$ cat config.mk
export PLATFORM = sky130hd
export DESIGN_NAME = link_coding_ctrl
export DESIGN_NICKNAME = d
export VERILOG_FILES = /design/src/hw/link_test_pkg.sv /design/src/hw/pat_if.sv /design/src/hw/test_pattern_gen.sv /design/src/hw/link_coding_ctrl.sv
export SDC_FILE = /design/constraint.sdc
export NUM_CORES = 1
export LEC_CHECK = 0
export ABC_AREA = 1
export BUFFER_PORTS_ARGS = -buffer_cell sky130_fd_sc_hd__clkbuf_2
export CAP_MARGIN = 10
export CORE_MARGIN = 2
export CORE_UTILIZATION = 55
export CTS_CLUSTER_SIZE = 12
export DETAILED_ROUTE_END_ITERATION = 6
export HOLD_SLACK_MARGIN = 0.02
export PLACE_DENSITY_LB_ADDON = 0.25
export SYNTH_ARGS = -nofsm -noshare
export SYNTH_HDL_FRONTEND = slang
export SYNTH_SLANG_ARGS = --single-unit
$ cat constraint.sdc
create_clock -name mclk -period 37.3 [get_ports mclk]
set_input_delay 7.46 -clock mclk [delete_from_list [all_inputs] [get_ports mclk]]
set_output_delay 7.46 -clock mclk [all_outputs]
set_load 0.05 [all_outputs]
$ cat src/hw/link_test_pkg.sv
// Purpose: constants of the link coding block
// Assumes: byte address is four times the index
// Notes:   logic holds no bare register indices or codes
package link_test_pkg;
    // ==========================================================
    // register indices (byte address = index * 4)
    localparam logic [13:0] CTRL2_IDX    = 14'h0572;
    localparam logic [13:0] CTRL3_IDX    = 14'h0573;
    localparam logic [13:0] CFG_TAB_IDX  = 14'h0590;
    localparam logic [13:0] USER_PAT_IDX = 14'h0591;
    localparam logic [13:0] CHKSUM_IDX   = 14'h0592;
    localparam logic [7:0]  CTRL2_RST    = 8'h00;
    localparam logic [7:0]  CTRL3_RST    = 8'h00;
    localparam logic [31:0] CFG_TAB_RST  = 32'h0000_0000;
    localparam logic [31:0] USER_PAT_RST = 32'h0000_0000;
    // ==========================================================
    // control field positions
    localparam int BYPASS_BIT = 2;
    localparam int INVERT_BIT = 1;
    localparam int CSUM_HI    = 7;
    localparam int CSUM_LO    = 6;
    localparam int INJ_HI     = 5;
    localparam int INJ_LO     = 4;
    localparam int PAT_HI     = 3;
    localparam int PAT_LO     = 0;
    // ==========================================================
    // checksum modes and injection points
    localparam logic [1:0] CSUM_REGS   = 2'h0;
    localparam logic [1:0] CSUM_FIELDS = 2'h1;
    localparam logic [1:0] CSUM_ZERO   = 2'h2;
    localparam logic [1:0] INJ_SAMPLE  = 2'h0;
    localparam logic [1:0] INJ_SYMBOL  = 2'h1;
    localparam logic [1:0] INJ_SCRAM   = 2'h2;
    // ==========================================================
    // test pattern codes
    localparam logic [3:0] PAT_OFF    = 4'h0;
    localparam logic [3:0] PAT_CHECK  = 4'h1;
    localparam logic [3:0] PAT_TOGGLE = 4'h2;
    localparam logic [3:0] PAT_PN31   = 4'h3;
    localparam logic [3:0] PAT_PN23   = 4'h4;
    localparam logic [3:0] PAT_PN15   = 4'h5;
    localparam logic [3:0] PAT_PN9    = 4'h6;
    localparam logic [3:0] PAT_PN7    = 4'h7;
    localparam logic [3:0] PAT_RAMP   = 4'h8;
    localparam logic [3:0] PAT_USER_R = 4'he;
    localparam logic [3:0] PAT_USER_1 = 4'hf;
    localparam logic [30:0] PN_SEED   = 31'h7fff_ffff;
    // ==========================================================
    // configuration table field layout
    localparam int DID_LO = 0;
    localparam int BID_LO = 8;
    localparam int ADJ_LO = 12;
    localparam int LID_LO = 16;
    localparam int SCR_BIT = 23;
    localparam int LCNT_LO = 24;
    localparam int HD_BIT  = 31;
    // ==========================================================
    // axi response codes
    localparam logic [1:0] RESP_OKAY   = 2'h0;
    localparam logic [1:0] RESP_DECERR = 2'h3;
endpackage : link_test_pkg

$ cat src/hw/pat_if.sv
// Purpose: pattern channel, control to generator
// Assumes: one clock
// Notes:   step advances, restart reloads
`timescale 1ns/10ps
interface pat_if #(parameter int W = 20);
    logic [3:0]   code;
    logic         step;
    logic         restart;
    logic [31:0]  user;
    logic [W-1:0] word;
    logic         active;
    modport ctrl (output code, step, restart, user, input word, active);
    modport gen  (input code, step, restart, user, output word, active);
endinterface : pat_if

$ cat src/hw/test_pattern_gen.sv
// Purpose: test pattern source
// Assumes: restart beats step
// Notes:   pn codes share one shift register
`timescale 1ns/10ps
module test_pattern_gen #(
    parameter int W = 20
) (
    // clock and reset
    input  wire logic mclk,
    input  wire logic rst_n,
    // pattern channel
    pat_if.gen        p
);
    import link_test_pkg::*;

    logic [30:0]  lfsr_reg;
    logic         ph_reg;
    logic [W-1:0] ramp_reg;
    logic         idx_reg;
    logic         done_reg;
    logic         sent_reg;
    logic [W-1:0] word_reg;
    logic [30:0]  lfsr_next;
    logic [W-1:0] prbs_word;
    logic [W-1:0] word_next;

    // ==========================================================
    // pn stepping: W bits per word, newest bit in the lsb
    always_comb begin
        logic fb;
        fb        = 1'b0;
        lfsr_next = lfsr_reg;
        prbs_word = '0;
        for (int i = 0; i < W; i++) begin
            unique case (p.code)
                PAT_PN31: fb = lfsr_next[30] ^ lfsr_next[27];
                PAT_PN23: fb = lfsr_next[22] ^ lfsr_next[17];
                PAT_PN15: fb = lfsr_next[14] ^ lfsr_next[13];
                PAT_PN9:  fb = lfsr_next[8] ^ lfsr_next[4];
                default:  fb = lfsr_next[6] ^ lfsr_next[5];
            endcase
            lfsr_next = {lfsr_next[29:0], fb};
            prbs_word = {prbs_word[W-2:0], fb};
        end
    end

    // ==========================================================
    // next word by pattern code
    always_comb begin
        unique case (p.code)
            PAT_CHECK:  word_next = ph_reg ? ~{(W/2){2'b10}} : {(W/2){2'b10}};
            PAT_TOGGLE: word_next = {W{ph_reg}};
            PAT_RAMP:   word_next = ramp_reg;
            PAT_USER_R, PAT_USER_1:
                word_next = W'(idx_reg ? p.user[31:16] : p.user[15:0]);
            PAT_PN31, PAT_PN23, PAT_PN15, PAT_PN9, PAT_PN7:
                word_next = prbs_word;
            default:    word_next = '0;
        endcase
    end

    // ==========================================================
    // generator state; restart reloads so a new code starts clean
    always_ff @(posedge mclk) begin
        if (!rst_n || p.restart) begin
            lfsr_reg <= PN_SEED;
            ph_reg   <= 1'b0;
            ramp_reg <= '0;
            idx_reg  <= 1'b0;
            done_reg <= 1'b0;
            sent_reg <= 1'b0;
            word_reg <= '0;
        end else if (p.step) begin
            lfsr_reg <= lfsr_next;
            ph_reg   <= ~ph_reg;
            ramp_reg <= ramp_reg + W'(1);
            idx_reg  <= ~idx_reg;
            word_reg <= word_next;
            if (p.code == PAT_USER_1) begin
                sent_reg <= sent_reg | idx_reg;
                done_reg <= sent_reg;
            end
        end
    end

    assign p.word = word_reg;

    // single user: word b is used one cycle after its step, so done lags one step
    always_comb begin
        unique case (p.code)
            PAT_CHECK, PAT_TOGGLE, PAT_RAMP, PAT_USER_R,
            PAT_PN31, PAT_PN23, PAT_PN15, PAT_PN9, PAT_PN7:
                p.active = 1'b1;
            PAT_USER_1: p.active = !done_reg;
            default:    p.active = 1'b0;
        endcase
    end
endmodule : test_pattern_gen

$ cat src/hw/link_coding_ctrl.sv
// Purpose: transmit link coding, checksum and test control behind AXI4-Lite
// Assumes: two octets per cycle, lane carries two 10-bit symbols
// Notes:   writes answer two cycles after both channels are taken
// Behaviour
// - bypass set: skip encoding, send octet with top two symbol bits zero
// - invert set: complement all ten symbol bits; clear: send symbols as they are
// - checksum mode 00: sum of all 8-bit configuration table bytes
// - checksum mode 01: sum of each configuration field aligned at its lsb
// - checksum mode 10 sends zero; code 11 unused, not to be programmed
// - injection 0 at sample input, 1 at encoder output, 2 at scrambler input
// - pattern code 0000 carries normal converter data, generation off
// - codes 0011 and 0100 send pn31 and pn23 sequences
// - codes 0101, 0110, 0111 send pn15, pn9 and pn7 sequences
//
// Our own choice: the AXI4-Lite interface to the registers.
`timescale 1ns/10ps
module link_coding_ctrl #(
    parameter int ADDR_W = 16
) (
    // clock and reset
    input  wire logic              mclk,
    input  wire logic              rst_n,
    // axi4-lite write
    input  wire logic [ADDR_W-1:0] s_awaddr,
    input  wire logic              s_awvalid,
    output logic                   s_awready,
    input  wire logic [31:0]       s_wdata,
    input  wire logic [3:0]        s_wstrb,
    input  wire logic              s_wvalid,
    output logic                   s_wready,
    output logic [1:0]             s_bresp,
    output logic                   s_bvalid,
    input  wire logic              s_bready,
    // axi4-lite read
    input  wire logic [ADDR_W-1:0] s_araddr,
    input  wire logic              s_arvalid,
    output logic                   s_arready,
    output logic [31:0]            s_rdata,
    output logic [1:0]             s_rresp,
    output logic                   s_rvalid,
    input  wire logic              s_rready,
    // converter samples
    input  wire logic [15:0]       sample_in,
    input  wire logic              sample_valid,
    // lane symbols, first symbol in the upper half
    output logic [19:0]            lane_data,
    output logic                   lane_valid,
    output logic [7:0]             checksum
);
    import link_test_pkg::*;

    pat_if #(.W(20)) pat ();

    logic [7:0]        ctrl2_reg, ctrl3_reg;
    logic [31:0]       cfg_reg, user_reg;
    logic              aw_rdy_reg, w_rdy_reg, aw_got_reg, w_got_reg, bvalid_reg;
    logic [13:0]       aw_idx_reg;
    logic [31:0]       wdata_reg;
    logic [3:0]        wstrb_reg;
    logic [1:0]        bresp_reg;
    logic              ar_rdy_reg, rvalid_reg;
    logic [31:0]       rdata_reg;
    logic [1:0]        rresp_reg;
    logic [7:0]        csum_reg, csum_next;
    logic [15:0]       oct_reg;
    logic              oct_vld_reg;
    logic [19:0]       lane_reg;
    logic              lane_vld_reg;
    logic              rd_reg;
    logic              restart_reg;
    logic              do_write;

    // ==========================================================
    // 8b/10b data encoder, symbol abcdei_fghj with a in bit 9
    function automatic logic [10:0] enc_octet(input logic [7:0] d, input logic rd);
        logic [5:0] c6;
        logic [3:0] c4;
        logic       r;
        logic       alt;
        r = rd;
        unique case (d[4:0])
            5'h00: c6 = 6'h27; 5'h01: c6 = 6'h1d; 5'h02: c6 = 6'h2d; 5'h03: c6 = 6'h31;
            5'h04: c6 = 6'h35; 5'h05: c6 = 6'h29; 5'h06: c6 = 6'h19; 5'h07: c6 = 6'h38;
            5'h08: c6 = 6'h39; 5'h09: c6 = 6'h25; 5'h0a: c6 = 6'h15; 5'h0b: c6 = 6'h34;
            5'h0c: c6 = 6'h0d; 5'h0d: c6 = 6'h2c; 5'h0e: c6 = 6'h1c; 5'h0f: c6 = 6'h17;
            5'h10: c6 = 6'h1b; 5'h11: c6 = 6'h23; 5'h12: c6 = 6'h13; 5'h13: c6 = 6'h32;
            5'h14: c6 = 6'h0b; 5'h15: c6 = 6'h2a; 5'h16: c6 = 6'h1a; 5'h17: c6 = 6'h3a;
            5'h18: c6 = 6'h33; 5'h19: c6 = 6'h26; 5'h1a: c6 = 6'h16; 5'h1b: c6 = 6'h36;
            5'h1c: c6 = 6'h0e; 5'h1d: c6 = 6'h2e; 5'h1e: c6 = 6'h1e; default: c6 = 6'h2b;
        endcase
        // d.7 is balanced yet still flips with disparity
        if (r && ($countones(c6) != 3 || d[4:0] == 5'h07))
            c6 = ~c6;
        if ($countones(c6) != 3)
            r = ~r;
        // alternate d.x.7 avoids a run of five equal bits across the boundary
        alt = (!r && (d[4:0] == 5'h11 || d[4:0] == 5'h12 || d[4:0] == 5'h14)) ||
              (r && (d[4:0] == 5'h0b || d[4:0] == 5'h0d || d[4:0] == 5'h0e));
        unique case (d[7:5])
            3'h0: c4 = 4'hb; 3'h1: c4 = 4'h9; 3'h2: c4 = 4'h5; 3'h3: c4 = 4'hc;
            3'h4: c4 = 4'hd; 3'h5: c4 = 4'ha; 3'h6: c4 = 4'h6;
            default: c4 = alt ? 4'h7 : 4'he;
        endcase
        if (r && ($countones(c4) != 2 || d[7:5] == 3'h3))
            c4 = ~c4;
        if ($countones(c4) != 2)
            r = ~r;
        return {r, c6, c4};
    endfunction : enc_octet

    // ==========================================================
    // write channel: address and data taken in either order
    assign do_write = aw_got_reg && w_got_reg && !bvalid_reg;

    always_ff @(posedge mclk) begin
        if (!rst_n) begin
            aw_rdy_reg <= 1'b0;
            w_rdy_reg  <= 1'b0;
            aw_got_reg <= 1'b0;
            w_got_reg  <= 1'b0;
            aw_idx_reg <= '0;
            wdata_reg  <= '0;
            wstrb_reg  <= '0;
        end else begin
            aw_rdy_reg <= !aw_got_reg && !(s_awvalid && aw_rdy_reg);
            w_rdy_reg  <= !w_got_reg && !(s_wvalid && w_rdy_reg);
            if (s_awvalid && aw_rdy_reg) begin
                aw_got_reg <= 1'b1;
                aw_idx_reg <= s_awaddr[15:2];
            end
            if (s_wvalid && w_rdy_reg) begin
                w_got_reg <= 1'b1;
                wdata_reg <= s_wdata;
                wstrb_reg <= s_wstrb;
            end
            if (do_write) begin
                aw_got_reg <= 1'b0;
                w_got_reg  <= 1'b0;
                aw_rdy_reg <= 1'b0;
                w_rdy_reg  <= 1'b0;
            end
        end
    end

    // write response; unmapped indices are refused with decerr
    always_ff @(posedge mclk) begin
        if (!rst_n) begin
            bvalid_reg <= 1'b0;
            bresp_reg  <= RESP_OKAY;
        end else if (do_write) begin
            bvalid_reg <= 1'b1;
            bresp_reg  <= (aw_idx_reg inside {CTRL2_IDX, CTRL3_IDX, CFG_TAB_IDX, USER_PAT_IDX, CHKSUM_IDX})
                          ? RESP_OKAY : RESP_DECERR;
        end else if (s_bready) begin
            bvalid_reg <= 1'b0;
        end
    end

    // ==========================================================
    // register file; a write to the test control restarts the pattern source
    always_ff @(posedge mclk) begin
        if (!rst_n) begin
            ctrl2_reg   <= CTRL2_RST;
            ctrl3_reg   <= CTRL3_RST;
            cfg_reg     <= CFG_TAB_RST;
            user_reg    <= USER_PAT_RST;
            restart_reg <= 1'b1;
        end else begin
            restart_reg <= do_write && aw_idx_reg == CTRL3_IDX && wstrb_reg[0];
            if (do_write && wstrb_reg[0] && aw_idx_reg == CTRL2_IDX)
                ctrl2_reg <= {wdata_reg[7:4], 1'b0, wdata_reg[2:0]};
            if (do_write && wstrb_reg[0] && aw_idx_reg == CTRL3_IDX)
                ctrl3_reg <= wdata_reg[7:0];
            for (int b = 0; b < 4; b++) begin
                if (do_write && wstrb_reg[b] && aw_idx_reg == CFG_TAB_IDX)
                    cfg_reg[8*b +: 8] <= wdata_reg[8*b +: 8];
                if (do_write && wstrb_reg[b] && aw_idx_reg == USER_PAT_IDX)
                    user_reg[8*b +: 8] <= wdata_reg[8*b +: 8];
            end
        end
    end

    // ==========================================================
    // read channel, one read at a time
    always_ff @(posedge mclk) begin
        if (!rst_n) begin
            ar_rdy_reg <= 1'b0;
            rvalid_reg <= 1'b0;
            rdata_reg  <= '0;
            rresp_reg  <= RESP_OKAY;
        end else if (s_arvalid && ar_rdy_reg) begin
            ar_rdy_reg <= 1'b0;
            rvalid_reg <= 1'b1;
            rresp_reg  <= RESP_OKAY;
            unique case (s_araddr[15:2])
                CTRL2_IDX:    rdata_reg <= {24'h000000, ctrl2_reg};
                CTRL3_IDX:    rdata_reg <= {24'h000000, ctrl3_reg};
                CFG_TAB_IDX:  rdata_reg <= cfg_reg;
                USER_PAT_IDX: rdata_reg <= user_reg;
                CHKSUM_IDX:   rdata_reg <= {23'h000000, pat.active, csum_reg};
                default: begin
                    rdata_reg <= '0;
                    rresp_reg <= RESP_DECERR;
                end
            endcase
        end else if (rvalid_reg && s_rready) begin
            rvalid_reg <= 1'b0;
            ar_rdy_reg <= 1'b1;
        end else begin
            ar_rdy_reg <= !rvalid_reg;
        end
    end

    // ==========================================================
    // checksum over the configuration table, modulo 256
    always_comb begin
        unique case (ctrl3_reg[CSUM_HI:CSUM_LO])
            CSUM_REGS:   csum_next = cfg_reg[7:0] + cfg_reg[15:8] + cfg_reg[23:16] + cfg_reg[31:24];
            CSUM_FIELDS: csum_next = cfg_reg[DID_LO +: 8] + 8'(cfg_reg[BID_LO +: 4]) +
                                     8'(cfg_reg[ADJ_LO +: 4]) + 8'(cfg_reg[LID_LO +: 5]) +
                                     8'(cfg_reg[SCR_BIT]) + 8'(cfg_reg[LCNT_LO +: 5]) +
                                     8'(cfg_reg[HD_BIT]);
            default:     csum_next = 8'h00;
        endcase
    end

    always_ff @(posedge mclk) begin
        if (!rst_n)
            csum_reg <= 8'h00;
        else
            csum_reg <= csum_next;
    end

    // ==========================================================
    // pattern source steps with the sample stream
    assign pat.code    = ctrl3_reg[PAT_HI:PAT_LO];
    assign pat.step    = sample_valid;
    assign pat.restart = restart_reg;
    assign pat.user    = user_reg;

    test_pattern_gen #(.W(20)) u_pat (
        .mclk  (mclk),
        .rst_n (rst_n),
        .p     (pat)
    );

    // stage one: sample register; injected words join in stage two, where the word lines up
    always_ff @(posedge mclk) begin
        if (!rst_n) begin
            oct_reg     <= '0;
            oct_vld_reg <= 1'b0;
        end else begin
            oct_vld_reg <= sample_valid;
            if (sample_valid)
                oct_reg <= sample_in;
        end
    end

    // stage two: scrambler input, encoder, bypass, symbol injection and inversion
    always_ff @(posedge mclk) begin
        logic [15:0] o;
        logic [10:0] e0, e1;
        logic [19:0] s;
        o  = (pat.active && ctrl3_reg[INJ_HI:INJ_LO] inside {INJ_SAMPLE, INJ_SCRAM}) ? pat.word[15:0] :
             oct_reg;
        e0 = enc_octet(o[15:8], rd_reg);
        e1 = enc_octet(o[7:0], e0[10]);
        s  = {e0[9:0], e1[9:0]};
        if (ctrl2_reg[BYPASS_BIT])
            s = {2'b00, o[15:8], 2'b00, o[7:0]};
        if (pat.active && ctrl3_reg[INJ_HI:INJ_LO] == INJ_SYMBOL)
            s = pat.word;
        if (!rst_n) begin
            lane_reg     <= '0;
            lane_vld_reg <= 1'b0;
            rd_reg       <= 1'b0;
        end else begin
            lane_vld_reg <= oct_vld_reg;
            if (oct_vld_reg) begin
                lane_reg <= ctrl2_reg[INVERT_BIT] ? ~s : s;
                if (!ctrl2_reg[BYPASS_BIT])
                    rd_reg <= e1[10];
            end
        end
    end

    // ==========================================================
    // outputs straight from flops
    assign s_awready  = aw_rdy_reg;
    assign s_wready   = w_rdy_reg;
    assign s_bvalid   = bvalid_reg;
    assign s_bresp    = bresp_reg;
    assign s_arready  = ar_rdy_reg;
    assign s_rvalid   = rvalid_reg;
    assign s_rdata    = rdata_reg;
    assign s_rresp    = rresp_reg;
    assign lane_data  = lane_reg;
    assign lane_valid = lane_vld_reg;
    assign checksum   = csum_reg;
endmodule : link_coding_ctrl

# Word-level counts from Yosys, hierarchy flattened
# Memories as Yosys holds them, arrays and structs flattened.
# Index checks and enable logic that the tools add are counted.
# Widths: inputs -> output; s select.
dict set report op_classes {
  mux 49
  add_sub_neg 42
  bitwise_logic 102
  n_reduce_logical 75
  n_eq_ne 57
}
# operator count
set ops {}
lappend ops {{$pmux 32 s5} 1}
lappend ops {{$eq 14x11->1 const B} 10}
lappend ops {{$pmux 20 s5} 1}
lappend ops {{$xor 1x1->1} 88}
lappend ops {{$mux 20} 4}
lappend ops {{$pmux 1 s4} 20}
lappend ops {{$pmux 4 s7} 2}
lappend ops {{$add 1x1->2} 20}
lappend ops {{$logic_and 1x1->1} 34}
lappend ops {{$mux 16} 2}
lappend ops {{$eq 5x4->1 const B} 6}
lappend ops {{$eq 5x5->1 const B} 6}
lappend ops {{$add 2x2->3} 8}
lappend ops {{$add 8x8->8} 3}
lappend ops {{$add 20x1->20 const B} 1}
lappend ops {{$not 20->20} 1}
lappend ops {{$eq 3x3->1 const B} 6}
lappend ops {{$add 3x2->4} 4}
lappend ops {{$add 8x1->8} 2}
lappend ops {{$add 8x4->8} 2}
lappend ops {{$add 8x5->8} 2}
lappend ops {{$eq 4x3->1 const B} 4}
lappend ops {{$mux 4} 4}
lappend ops {{$ne 4x2->1 const B} 4}
lappend ops {{other kinds (28)} 90}
dict set report totals {
  input_bits 92
  output_inout_bits 70
  memories 2
  register_bits 295
  romBits 384
  word_cells 364
}
# name words width rd rd_clocked_by_memory_dff write_ports line
set memory_table {}
lappend memory_table {{(no name shown)} 32 6 1 0 0 link_coding_ctrl.sv:81} ;# unique case (d[4:0])
lappend memory_table {{(no name shown)} 32 6 1 0 0 link_coding_ctrl.sv:81}

# Logic depth before layout (Yosys ltp)
# Gate-level depths: netlist of the first run.
# An unclocked memory read counts as a cell.
dict set report depth {
  word_depth 55
  mapped_depth 94
  ltp_nobuf 92
}

# By module
# A second synthesis of the first run with hierarchy kept.
dict set report hier_totals {
  hier_cells 2497
  area_unflattened_um2 17601.9
}
# mod seq_area_each_um2 cells_per_inst instances area_per_inst_um2
set by_module_without_submodules {}
lappend by_module_without_submodules {link_coding_ctrl 4364.2 1668 1 12244.2}
lappend by_module_without_submodules {test_pattern_gen 1501.4 829 1 5357.6}

# Least setup slack after synthesis of the first run
# No wires, ideal clock.
dict set report synth_path {
  path_kind {flip-flop to flip-flop}
  from {reg ctrl3_reg[2]}
  to {reg rd_reg}
  synth_period_minus_slack_ns 14.850
  setup_time_ns 0.115
  path_buffers 3
  required_time_ns 37.185
  t_arrival_ns 14.734
  slack_ns 22.450
  path_stages_with_launch 90
  path_cell_list {dfxtp_1 -> buf_4 -> nand2_1 -> nor2_1 -> nand2_1 -> nand3_2 -> nand2_4 -> buf_6 -> buf_6 -> o21ai_1 -> inv_1 -> ha_1 -> nor3_1 -> a21oi_1 -> nand3_1 -> nand2_1 -> fa_1 -> inv_1 -> (+54 left out) -> nand2_1 -> nand2_2 -> fa_1 -> ha_1 -> ha_1 -> nor3b_1 -> nand2_1 -> nand2_1 -> clkinv_1 -> nand3_1 -> nand2_2 -> ha_1 -> ha_1 -> ha_1 -> nor3b_1 -> xor2_1 -> o21ai_0 -> inv_1}
}
dict set report synth_via {
  elab_chain_cells 55
  word_cells_on_any_way 127
  cone_classes {add/sub (32); eq/ne (44); mux (14); bitwise (7); reduce/logical (28); memory (2)}
}
# element line
set synth_rtl {}
lappend synth_rtl {{start: declaration} link_coding_ctrl.sv:54} ;# logic [7:0] ctrl2_reg, ctrl3_reg;
lappend synth_rtl {{start signal: assignment} link_coding_ctrl.sv:173} ;# ctrl3_reg <= wdata_reg[7:0];
lappend synth_rtl {{$eq 4x1->1, or another cell as far along} test_pattern_gen.sv:90} ;# unique case (p.code)
lappend synth_rtl {{$reduce_or 9->1} test_pattern_gen.sv:90}
lappend synth_rtl {{$pmux 1 s2 *} test_pattern_gen.sv:90}
lappend synth_rtl {{$logic_and 1x1->1 *} link_coding_ctrl.sv:264} ;# o = (pat.active && ctrl3_reg[INJ_HI:INJ_LO] inside {INJ_SAMPLE, INJ_SCRAM}) ? pat.word[15:0] :
lappend synth_rtl {{$mux 16 *} link_coding_ctrl.sv:264}
lappend synth_rtl {{$mem_v2 32x6} n/a}
lappend synth_rtl {{$add 1x1->2 (not written as such)} link_coding_ctrl.sv:92} ;# if (r && ($countones(c6) != 3 || d[4:0] == 5'h07))
lappend synth_rtl {{$add 2x2->3 (not written as such)} link_coding_ctrl.sv:92}
lappend synth_rtl {{(+39 left out)} n/a}
lappend synth_rtl {{$ne 3x2->1} link_coding_ctrl.sv:104} ;# if (r && ($countones(c4) != 2 || d[7:5] == 3'h3))
lappend synth_rtl {{$logic_or 1x1->1} link_coding_ctrl.sv:104}
lappend synth_rtl {{$logic_and 1x1->1} link_coding_ctrl.sv:104}
lappend synth_rtl {{$mux 4} link_coding_ctrl.sv:104}
lappend synth_rtl {{$add 1x1->2 (not written as such)} link_coding_ctrl.sv:106} ;# if ($countones(c4) != 2)
lappend synth_rtl {{$add 2x2->3 (not written as such)} link_coding_ctrl.sv:106}
lappend synth_rtl {{$ne 3x2->1} link_coding_ctrl.sv:106}
lappend synth_rtl {{$mux 1 *} link_coding_ctrl.sv:106}
lappend synth_rtl {{end signal: assignment} link_coding_ctrl.sv:282} ;# rd_reg <= e1[10];
lappend synth_rtl {{end: declaration} link_coding_ctrl.sv:69} ;# logic rd_reg;
# Every way passes the cells marked *; elsewhere a longest branch is shown, timed or not.
# A chain may end at the register's enable or synchronous reset.

# Worst setup path after layout of the first run
dict set report layout_path {
  from {reg ctrl3_reg[0]}
  to {reg rd_reg}
}
# The elaborated chain is that of the path after synthesis.

==> results.cfg, run 1 <==
[outcome]
status = finished, final reports clean

[clock_network]
cts_buffers = 31
holdBufCountCts = 0
root_buffer = clkbuf_16
clock_latency_ps = 580
cts_setup_buffers = 0
cts_tree = done
cts-htree-levels = 1
clkTransAtPathRegs_ps = 60
cts-resized-gates = 0
cts_buffer_depth = 3
clkSinkCount = 293

[global_routing]
grt_pass1_wl_mm = 85.7
antenna_found_initial = 0
grt_use_total_pct = 32.0
grt_pass1_vias = 16300
overflow = 0
grt_start_max_net_pins = 103

[placed_design]
dpl.hpwl_mm = 39.5
gp_congestion = 0.970
portBuffers = 157

[floorplan]
initial_core_util_pct = 56.1
core_area_mm2 = 0.0308
die_area_mm2 = 0.0329
die_h_um = 181
die_x_um = 181
rows = 64
num_io_pins = 162

[sta]
hold_viol = 0
fmax_ghz = 0.0579
rsz0062_at_grt = no
setup_tns_ps = 0
max_slew.worst_pin.slew_ps = 1220
slew_headroom_pct = 17.9
period_share_pct = 46.3
setup_viol = 0
slew_violations = 0
period_needed_ps = 17260
clock_skew_ps = 23.8

[setup_path]
cp.arrival_ps = 17710
worstPathRequired_ps = 37760
crit_fanout = 30
crit_path_end_kind = flip-flop
cp-start-kind = flip-flop
crit_slowest_cell = o21ai_2
cp_slowest_stage_delay_ps = 590
worstSetupPathType = reg2reg

[pwr]
power_frac_clock_pct = 20.7
ir_worst_vdd_mv = 0.119
p_seq_share_pct = 23.3
p_switching_uw = 665
power_leakage_uw = 0.00850
p_int_uw = 797
sw_frac_of_total_pct = 45.5
power_density_mw_per_mm2 = 76.4
combPwrFrac_pct = 56.0

[final_layout]
syn2layout_area_growth_pct = 10.6
drive_gt1_share_pct = 11.2
fin_nets = 2753
final_util_pct = 62.1
nFillCells = 2856
antenna_cells = 0

[synthesis]
ys_ff_latch = 293
yosysWarnings = 0
netlist_area_mm2 = 0.0173
avgSynthCellArea_um2 = 6.93
syn-num-nets = 2681
ys_seq_area_share_pct = 33.9
syn_inst = 2499
synth_cell_types = 62

[route]
viasPerCell = 5.82
dr.pass1.iters = 7
drt_iter0_markers = 1556
drc = 0
wire_per_inst_um = 17.8
num_vias = 17400
routed_wl_mm = 53.2
ant_nets = 0

[worst_hold_path]
hp-class = reg2reg

[run]
cap_violations = 0
## logic make-up after synthesis
| logic type | after synthesis | synth area share [%] |
|---|---|---|
| compound gates | 568 | 19.4 |
| xor+xnor | 47 | 2.42 |
| fa+ha+maj | 90 | 8.20 |
| buf+inv | 409 | 9.22 |
| flops | 293 | 33.9 |
| simple gates | 1092 | 26.8 |
## worst max-delay path, delay by kind of cell (launching register included)
family                     cells  cell delay [ps]
AOI/OAI and AO/OA              4             1130
buffers and inverters         16             1290
xor gates and xnor gates       4             1250
and+or+nand+nor               39             5080
adders and majority gates     25             7970
DFF                            1              380
## power groups by stage
| stage | registers, uW | clock network (uW) | logic [uW] |
|---|---|---|---|
| after floorplan | 361 | 0 | 614 |
| after global placement | 346 | 0 | 793 |
| after detailed placement | 347 | 0 | 820 |
| after CTS | 340 | 305 | 824 |
| after global routing | 342 | 319 | 938 |
| final | 340 | 303 | 819 |
## synthesized netlist by cell type, drive strengths merged
| cell | n | area, um2 |
|---|---|---|
| a211oi | 60 | 450 |
| a21boi | 1 | 7.51 |
| a21oi | 147 | 736 |
| a221oi | 9 | 78.8 |
| a22oi | 1 | 7.51 |
| a311oi | 2 | 17.5 |
| a31o | 1 | 8.76 |
| a31oi | 33 | 206 |
| a32oi | 1 | 8.76 |
| a41o | 1 | 10.0 |
| a41oi | 1 | 8.76 |
| and2 | 4 | 25.0 |
| and3 | 1 | 6.26 |
| and3b | 1 | 8.76 |
| buf | 27 | 154 |
| clkbuf | 104 | 390 |
| clkinv | 9 | 38.8 |
| dfxtp | 293 | 5870 |
| fa | 39 | 781 |
| ha | 51 | 638 |
| inv | 269 | 1010 |
| nand2 | 502 | 1950 |
| nand3 | 197 | 996 |
| nand3b | 7 | 56.3 |
| nand4 | 20 | 125 |
| nor2 | 313 | 1200 |
| nor3 | 27 | 146 |
| nor3b | 4 | 30.0 |
| nor4 | 6 | 37.5 |
| o2111ai | 8 | 70.1 |
| o211ai | 12 | 90.1 |
| o21a | 5 | 38.8 |
| o21ai | 233 | 1230 |
| o21bai | 3 | 30.0 |
| o221a | 3 | 33.8 |
| o221ai | 14 | 123 |
| o22ai | 30 | 188 |
| o31ai | 2 | 15.0 |
| o41ai | 1 | 8.76 |
| or2 | 9 | 56.3 |
| or4 | 1 | 7.51 |
| xnor2 | 24 | 210 |
| xor2 | 23 | 209 |
## layout by cell type (no fill, tap or decap), types with 14 or more instances in the layout
cell type	synthesis	routed
nand2_1	483	483
nor2_1	307	307
dfxtp_1	293	293
inv_1	254	253
o21ai_0	213	213
nand3_1	195	195
clkbuf_2	0	156
a21oi_1	147	147
a211oi_1	60	60
ha_1	51	51
fa_1	39	39
a31oi_1	33	32
clkbuf_16	0	31
o22ai_1	30	30
nor3_1	26	26
xnor2_1	24	24
xor2_1	22	22
nand4_1	20	20
inv_2	14	16
nand2_2	15	15
o221ai_1	14	14
buf_4	5	14
## stage by stage
step / instances / total power [uW] / instance area (um2) / worst slack (ps) / hold WS (ps)
5_1_grt: 2985 / 1600 / 19100 / 18980 / 461
3_5_place_dp: 2934 / 1170 / 18200 / 20180 / 420
3_3_place_gp: 2934 / 1140 / 18200 / 20500 / 419
6_report: 2985 / 1460 / 19100 / 20040 / 438
4_1_cts: 2985 / 1470 / 19100 / 20080 / 435
2_1_floorplan: 2499 / 975 / 17300 / 22450 / 401
## layout make-up
cell class              instances  area, um2  share of cell area [%]
well taps                     396        495                    2.59
flip-flops and latches        293       5870                    30.7
inverters                     278       1050                    5.49
repair buffers                170        886                    4.63
clock buffers                  45        908                    4.75
multi-input cells            1797       9850                    51.5
clock inverters                 6       76.3                   0.399
## per-layer routing
metal	global-route usage, %	share of wire, %	up-vias
met5	0	0	-
met4	12.2	4.1	0
met3	4.19	7.6	127
met2	53.3	46	777
met1	42.4	43	8018
li1	-	-	8449
## worst paths after layout
kind,startpoint,to,slack [ps],cells past startpoint
worst max-delay path,ctrl3_reg[0],rd_reg,20040,88
worst min-delay path,aw_got_reg,s_awready,440,1
worst max register to register,ctrl3_reg[0],rd_reg,20040,88
worst min register to register,aw_got_reg,s_awready,440,1
No activity file was read; power rests on OpenSTA's default activity.
==> inputs of run 2 (changes only) <==
==> constraint.sdc (replaced) <==
create_clock -name mclk -period 15.23 [get_ports mclk]
set_input_delay 3.046 -clock mclk [delete_from_list [all_inputs] [get_ports mclk]]
set_output_delay 3.046 -clock mclk [all_outputs]
set_load 0.05 [all_outputs]
==> results.cfg, run 2 (same netlist as run 1, synthesis figures left out) <==
[outcome]
status = finished, final reports clean

[final_layout]
final_cell_mix = nand2_1 (463), nor2_1 (300), dfxtp_1 (289)
final_common_cell = nand2_1
syn2layout_area_growth_pct = 14.6
final_cell_area_mm2 = 0.0198
antenna_cells = 0
drive_gt1_share_pct = 15.1
nFillCells = 2728
final_util_pct = 64.3
fin_nets = 2801

[setup_path]
worstSetupPathType = reg2reg
crit_fanout = 9
worstPathRequired_ps = 15690
cp-start-kind = flip-flop
r2r_start = ctrl3_reg[0]
ff2ff_setup_slack_ps = 600
crit_path_end_kind = flip-flop
crit_slowest_cell = fa_1
cp.arrival_ps = 15100
crit_start = ctrl3_reg[0]
r2r_cells = 87
crit_top_cell = nand2_2
cp_slowest_stage_delay_ps = 560
reg2reg_to = rd_reg

[sta]
setup_tns_ps = 0
fmax_ghz = 0.0683
setup_viol = 0
hold_viol = 0
slew_headroom_pct = 19.1
clock_skew_ps = 20.5
slew_violations = 0
whs_ps = 431
period_needed_ps = 14630
period_share_pct = 96.1
max_slew.worst_pin.slew_ps = 1210

[global_routing]
grt_start_max_net_pins = 104
grt_use_total_pct = 32.6
overflow = 0
grt_pass1_vias = 16500
grt_pass1_wl_mm = 86.2
antenna_found_initial = 0

[placed_design]
place_area_mm2 = 0.0183
gp_congestion = 0.997
portBuffers = 157
dpl.hpwl_mm = 40.3

[pwr]
power_density_mw_per_mm2 = 217
ir_worst_vdd_mv = 0.381
power_leakage_uw = 0.00877

[clock_network]
clock_latency_ps = 580
root_buffer = clkbuf_16
holdBufCountCts = 0
cts_buffer_depth = 3
cts_tree = done
clkSinkCount = 293
clkTransAtPathRegs_ps = 60
cts_buffers = 31
cts-htree-levels = 1

[route]
drt_iter0_markers = 1737
dr.pass1.iters = 5
ant_nets = 0
num_vias = 17700
viasPerCell = 5.83
drc = 0
wire_per_inst_um = 18.2
routed_wl_mm = 55.2

[floorplan]
core_area_mm2 = 0.0308
initial_core_util_pct = 56.1
die_h_um = 181
die_area_mm2 = 0.0329
rows = 64
num_io_pins = 162
die_x_um = 181

[worst_hold_path]
min_from = aw_got_reg
hold_end = s_awready
hp-class = reg2reg
holdPathStages = 1

[run]
cap_violations = 0
==> run 2: cell count changes in the layout (fill, tap and decap cells not counted), moves of 7 or more <==
| cell | before | now |
|---|---|---|
| ha_4 | 0 | 7 |
| nand2_1 | 483 | 463 |
| nand2_2 | 15 | 29 |
| buf_4 | 14 | 55 |
| nor2_1 | 307 | 300 |
| ha_1 | 51 | 38 |
==> run 2: metal layers <==
metal	track usage, %	wire length (um)	vias up
li1	-	-	8549
met1	42.4	22700	8215
met2	52.7	25000	779
met3	5.23	4510	160
met4	16.4	2970	0
met5	0	0	-
==> run 2: final cells by class <==
class	count	area (um2)	area share, %
multi-input combinational	1797	10200	51.3
sequential	293	5880	29.6
timing repair buffer	218	1280	6.45
inverter	278	1070	5.38
clock buffer	47	896	4.52
tap	396	495	2.50
clock inverter	6	52.6	0.265
==> run 2: metrics by stage <==
stage / total power [uW] / setup WS (ps) / cells
global placement: 2890 / 214 / 2951
detailed placement: 2970 / 21.8 / 2951
global route: 4630 / -157 / 3035
floorplan: 2390 / 380 / 2499
finish: 4300 / 597 / 3035
CTS: 3750 / 14.9 / 3008
==> run 2: where the power goes <==
| part | switching, uW | internal, uW |
|---|---|---|
| logic | 1500 | 1240 |
| clock network | 310 | 404 |
| registers | 33.0 | 802 |
==> run 2: how the worst max path moves through the flow <==
stage                         to  slack [ps]  depth (start not counted)
after global placement    rd_reg         210                         90
after detailed placement  rd_reg          20                         89
after floorplan           rd_reg         380                         89
final                     rd_reg         600                         87
after global routing      rd_reg        -160                         90
after CTS                 rd_reg          10                         90
==> run 2: timing repair <==
item	in CTS	in global routing
endpoints found under the setup margin	1	5
pin swaps	2	44
gates resized for setup	1	95
hold endpoints to repair	0	0
buffers inserted	4	26
==> run 2: worst max-delay path: cells and delay by family, from the launching register on <==
kind / cells / cell delay [ps]
AO/OA/AOI/OAI: 3 / 540
XOR/XNOR: 4 / 650
adder cells (fa/ha/maj): 24 / 7620
buffers and inverters: 17 / 1630
flip-flops: 1 / 390
AND/OR/NAND/NOR: 39 / 3700
==> inputs of run 3 (changes only) <==
--- a/config.mk
+++ b/config.mk
@@ -14,6 +14,8 @@
 export DETAILED_ROUTE_END_ITERATION = 6
 export HOLD_SLACK_MARGIN = 0.02
 export PLACE_DENSITY_LB_ADDON = 0.25
+export REMOVE_ABC_BUFFERS = 1
+export SLEW_MARGIN = 20
 export SYNTH_ARGS = -nofsm -noshare
 export SYNTH_HDL_FRONTEND = slang
 export SYNTH_SLANG_ARGS = --single-unit
==> results.cfg, run 3 (same netlist as run 1, synthesis figures left out) <==
[outcome]
status = finished, final reports clean

[clock_network]
root_buffer = clkbuf_16
holdBufCountCts = 0
clkSinkCount = 293
cts_tree = done
clkTransAtPathRegs_ps = 60
cts_buffers = 35
cts-htree-levels = 2
clock_latency_ps = 530
cts_buffer_depth = 3

[sta]
clock_skew_ps = 18.0
hold_viol = 0
period_needed_ps = 14690
fmax_ghz = 0.0681
whs_ps = 428
slew_violations = 0
period_share_pct = 96.5
max_slew.worst_pin.slew_ps = 1050
slew_headroom_pct = 29.4
setup_viol = 0

[global_routing]
grt_start_max_net_pins = 95
grt_pass1_wl_mm = 85.8
overflow = 0
antenna_found_initial = 0
grt_use_total_pct = 32.4
grt_pass1_vias = 16400

[final_layout]
drive_gt1_share_pct = 16.5
fin_nets = 2826
syn2layout_area_growth_pct = 16.9
final_cell_area_mm2 = 0.0202
antenna_cells = 0
nFillCells = 2796
final_common_cell = nand2_1
final_cell_mix = nand2_1 (463), nor2_1 (299), dfxtp_1 (289)

[floorplan]
die_x_um = 181
die_area_mm2 = 0.0329
initial_core_util_pct = 56.1
num_io_pins = 162
die_h_um = 181
core_area_mm2 = 0.0308
rows = 64

[setup_path]
r2r_cells = 90
crit_path_end_kind = flip-flop
r2r_start = ctrl3_reg[0]
worstPathRequired_ps = 15650
ff2ff_setup_slack_ps = 540
reg2reg_to = rd_reg
cp.arrival_ps = 15110
cp-start-kind = flip-flop
worstSetupPathType = reg2reg
crit_fanout = 8
crit_slowest_cell = fa_1
cp_slowest_stage_delay_ps = 560

[route]
drc = 0
wl_met1_mm = 23.4
ant_nets = 0
wire_per_inst_um = 18.0
num_vias = 17700
top_layer = met4
routed_wl_mm = 55.1
viasPerCell = 5.79
met3WireLength_mm = 4.14
drt_iter0_markers = 1714
dr_wl_met2_mm = 25.4
dr.pass1.iters = 6

[run]
cap_violations = 0

[pwr]
p_switching_uw = 1980
total_power_uw = 4560
ir_worst_vdd_mv = 0.351
power_density_mw_per_mm2 = 226
p_int_uw = 2590
p_seq_share_pct = 18.2
power_leakage_uw = 0.00895
sw_frac_of_total_pct = 43.3
combPwrFrac_pct = 63.8
power_frac_clock_pct = 18.1

[worst_hold_path]
holdPathStages = 1
min_from = w_got_reg
hp-class = reg2reg
hold_end = s_wready

[placed_design]
dpl.hpwl_mm = 38.7
portBuffers = 157
place_area_mm2 = 0.0184
gp_congestion = 0.961
-- run 3: worst max path at each step --
stage	startpoint	to	slack, ps	cells past startpoint
floorplan	ctrl3_reg[0]	rd_reg	270	87
global placement	ctrl3_reg[2]	rd_reg	240	89
detailed placement	ctrl3_reg[2]	rd_reg	-110	89
CTS	ctrl3_reg[0]	rd_reg	7	90
global route	ctrl3_reg[1]	rd_reg	-120	89
finish	ctrl3_reg[0]	rd_reg	540	90
-- run 3: worst max-delay path, delay by kind of cell, from the launching register on --
family                   cells  cell delay (ps)
adder cells (fa/ha/maj)     24             7590
AND/OR/NAND/NOR             41             3820
buffers and inverters       19             1780
XOR/XNOR                     4              600
AO/OA/AOI/OAI                2              400
flip-flops                   1              390
-- run 3: layout make-up --
cell class / instances / area, um2 / area share (%)
tap: 396 / 495 / 2.45
inverter: 278 / 1070 / 5.27
sequential: 293 / 5880 / 29.1
timing repair buffer: 239 / 1430 / 7.05
multi-input combinational: 1797 / 10200 / 50.6
clock inverter: 9 / 123 / 0.606
clock buffer: 50 / 1000 / 4.95
-- run 3: timing repair --
action	in CTS	in global routing
gates cloned	0	0
setup endpoints to repair	1	5
pin swaps	1	52
gates resized for setup	7	104
setup buffers	1	41
-- run 3: power by group through the flow --
stage / sequential [uW] / combinational, uW / clock, uW
after floorplan: 892 / 1480 / 0
after global routing: 834 / 3230 / 866
after detailed placement: 846 / 2110 / 0
final: 830 / 2910 / 824
after CTS: 830 / 2170 / 832
after global placement: 845 / 2070 / 0
-- run 3: per-layer routing --
metal	vias to the layer above	GRT usage (%)
li1	8602	-
met1	8168	43.4
met2	812	53.0
met3	146	4.71
met4	0	12.6
met5	-	0
-- run 3: metrics by stage --
step / instances / util (%) / setup slack, ps / TNS (ps)
5_1_grt: 3062 / 65.6 / -123 / -123
4_1_cts: 3021 / 63.3 / 7.30 / 0
6_report: 3062 / 65.6 / 537 / 0
3_3_place_gp: 2961 / 59.5 / 242 / 0
3_5_place_dp: 2961 / 59.6 / -114 / -114
2_1_floorplan: 2368 / - / 266 / 0
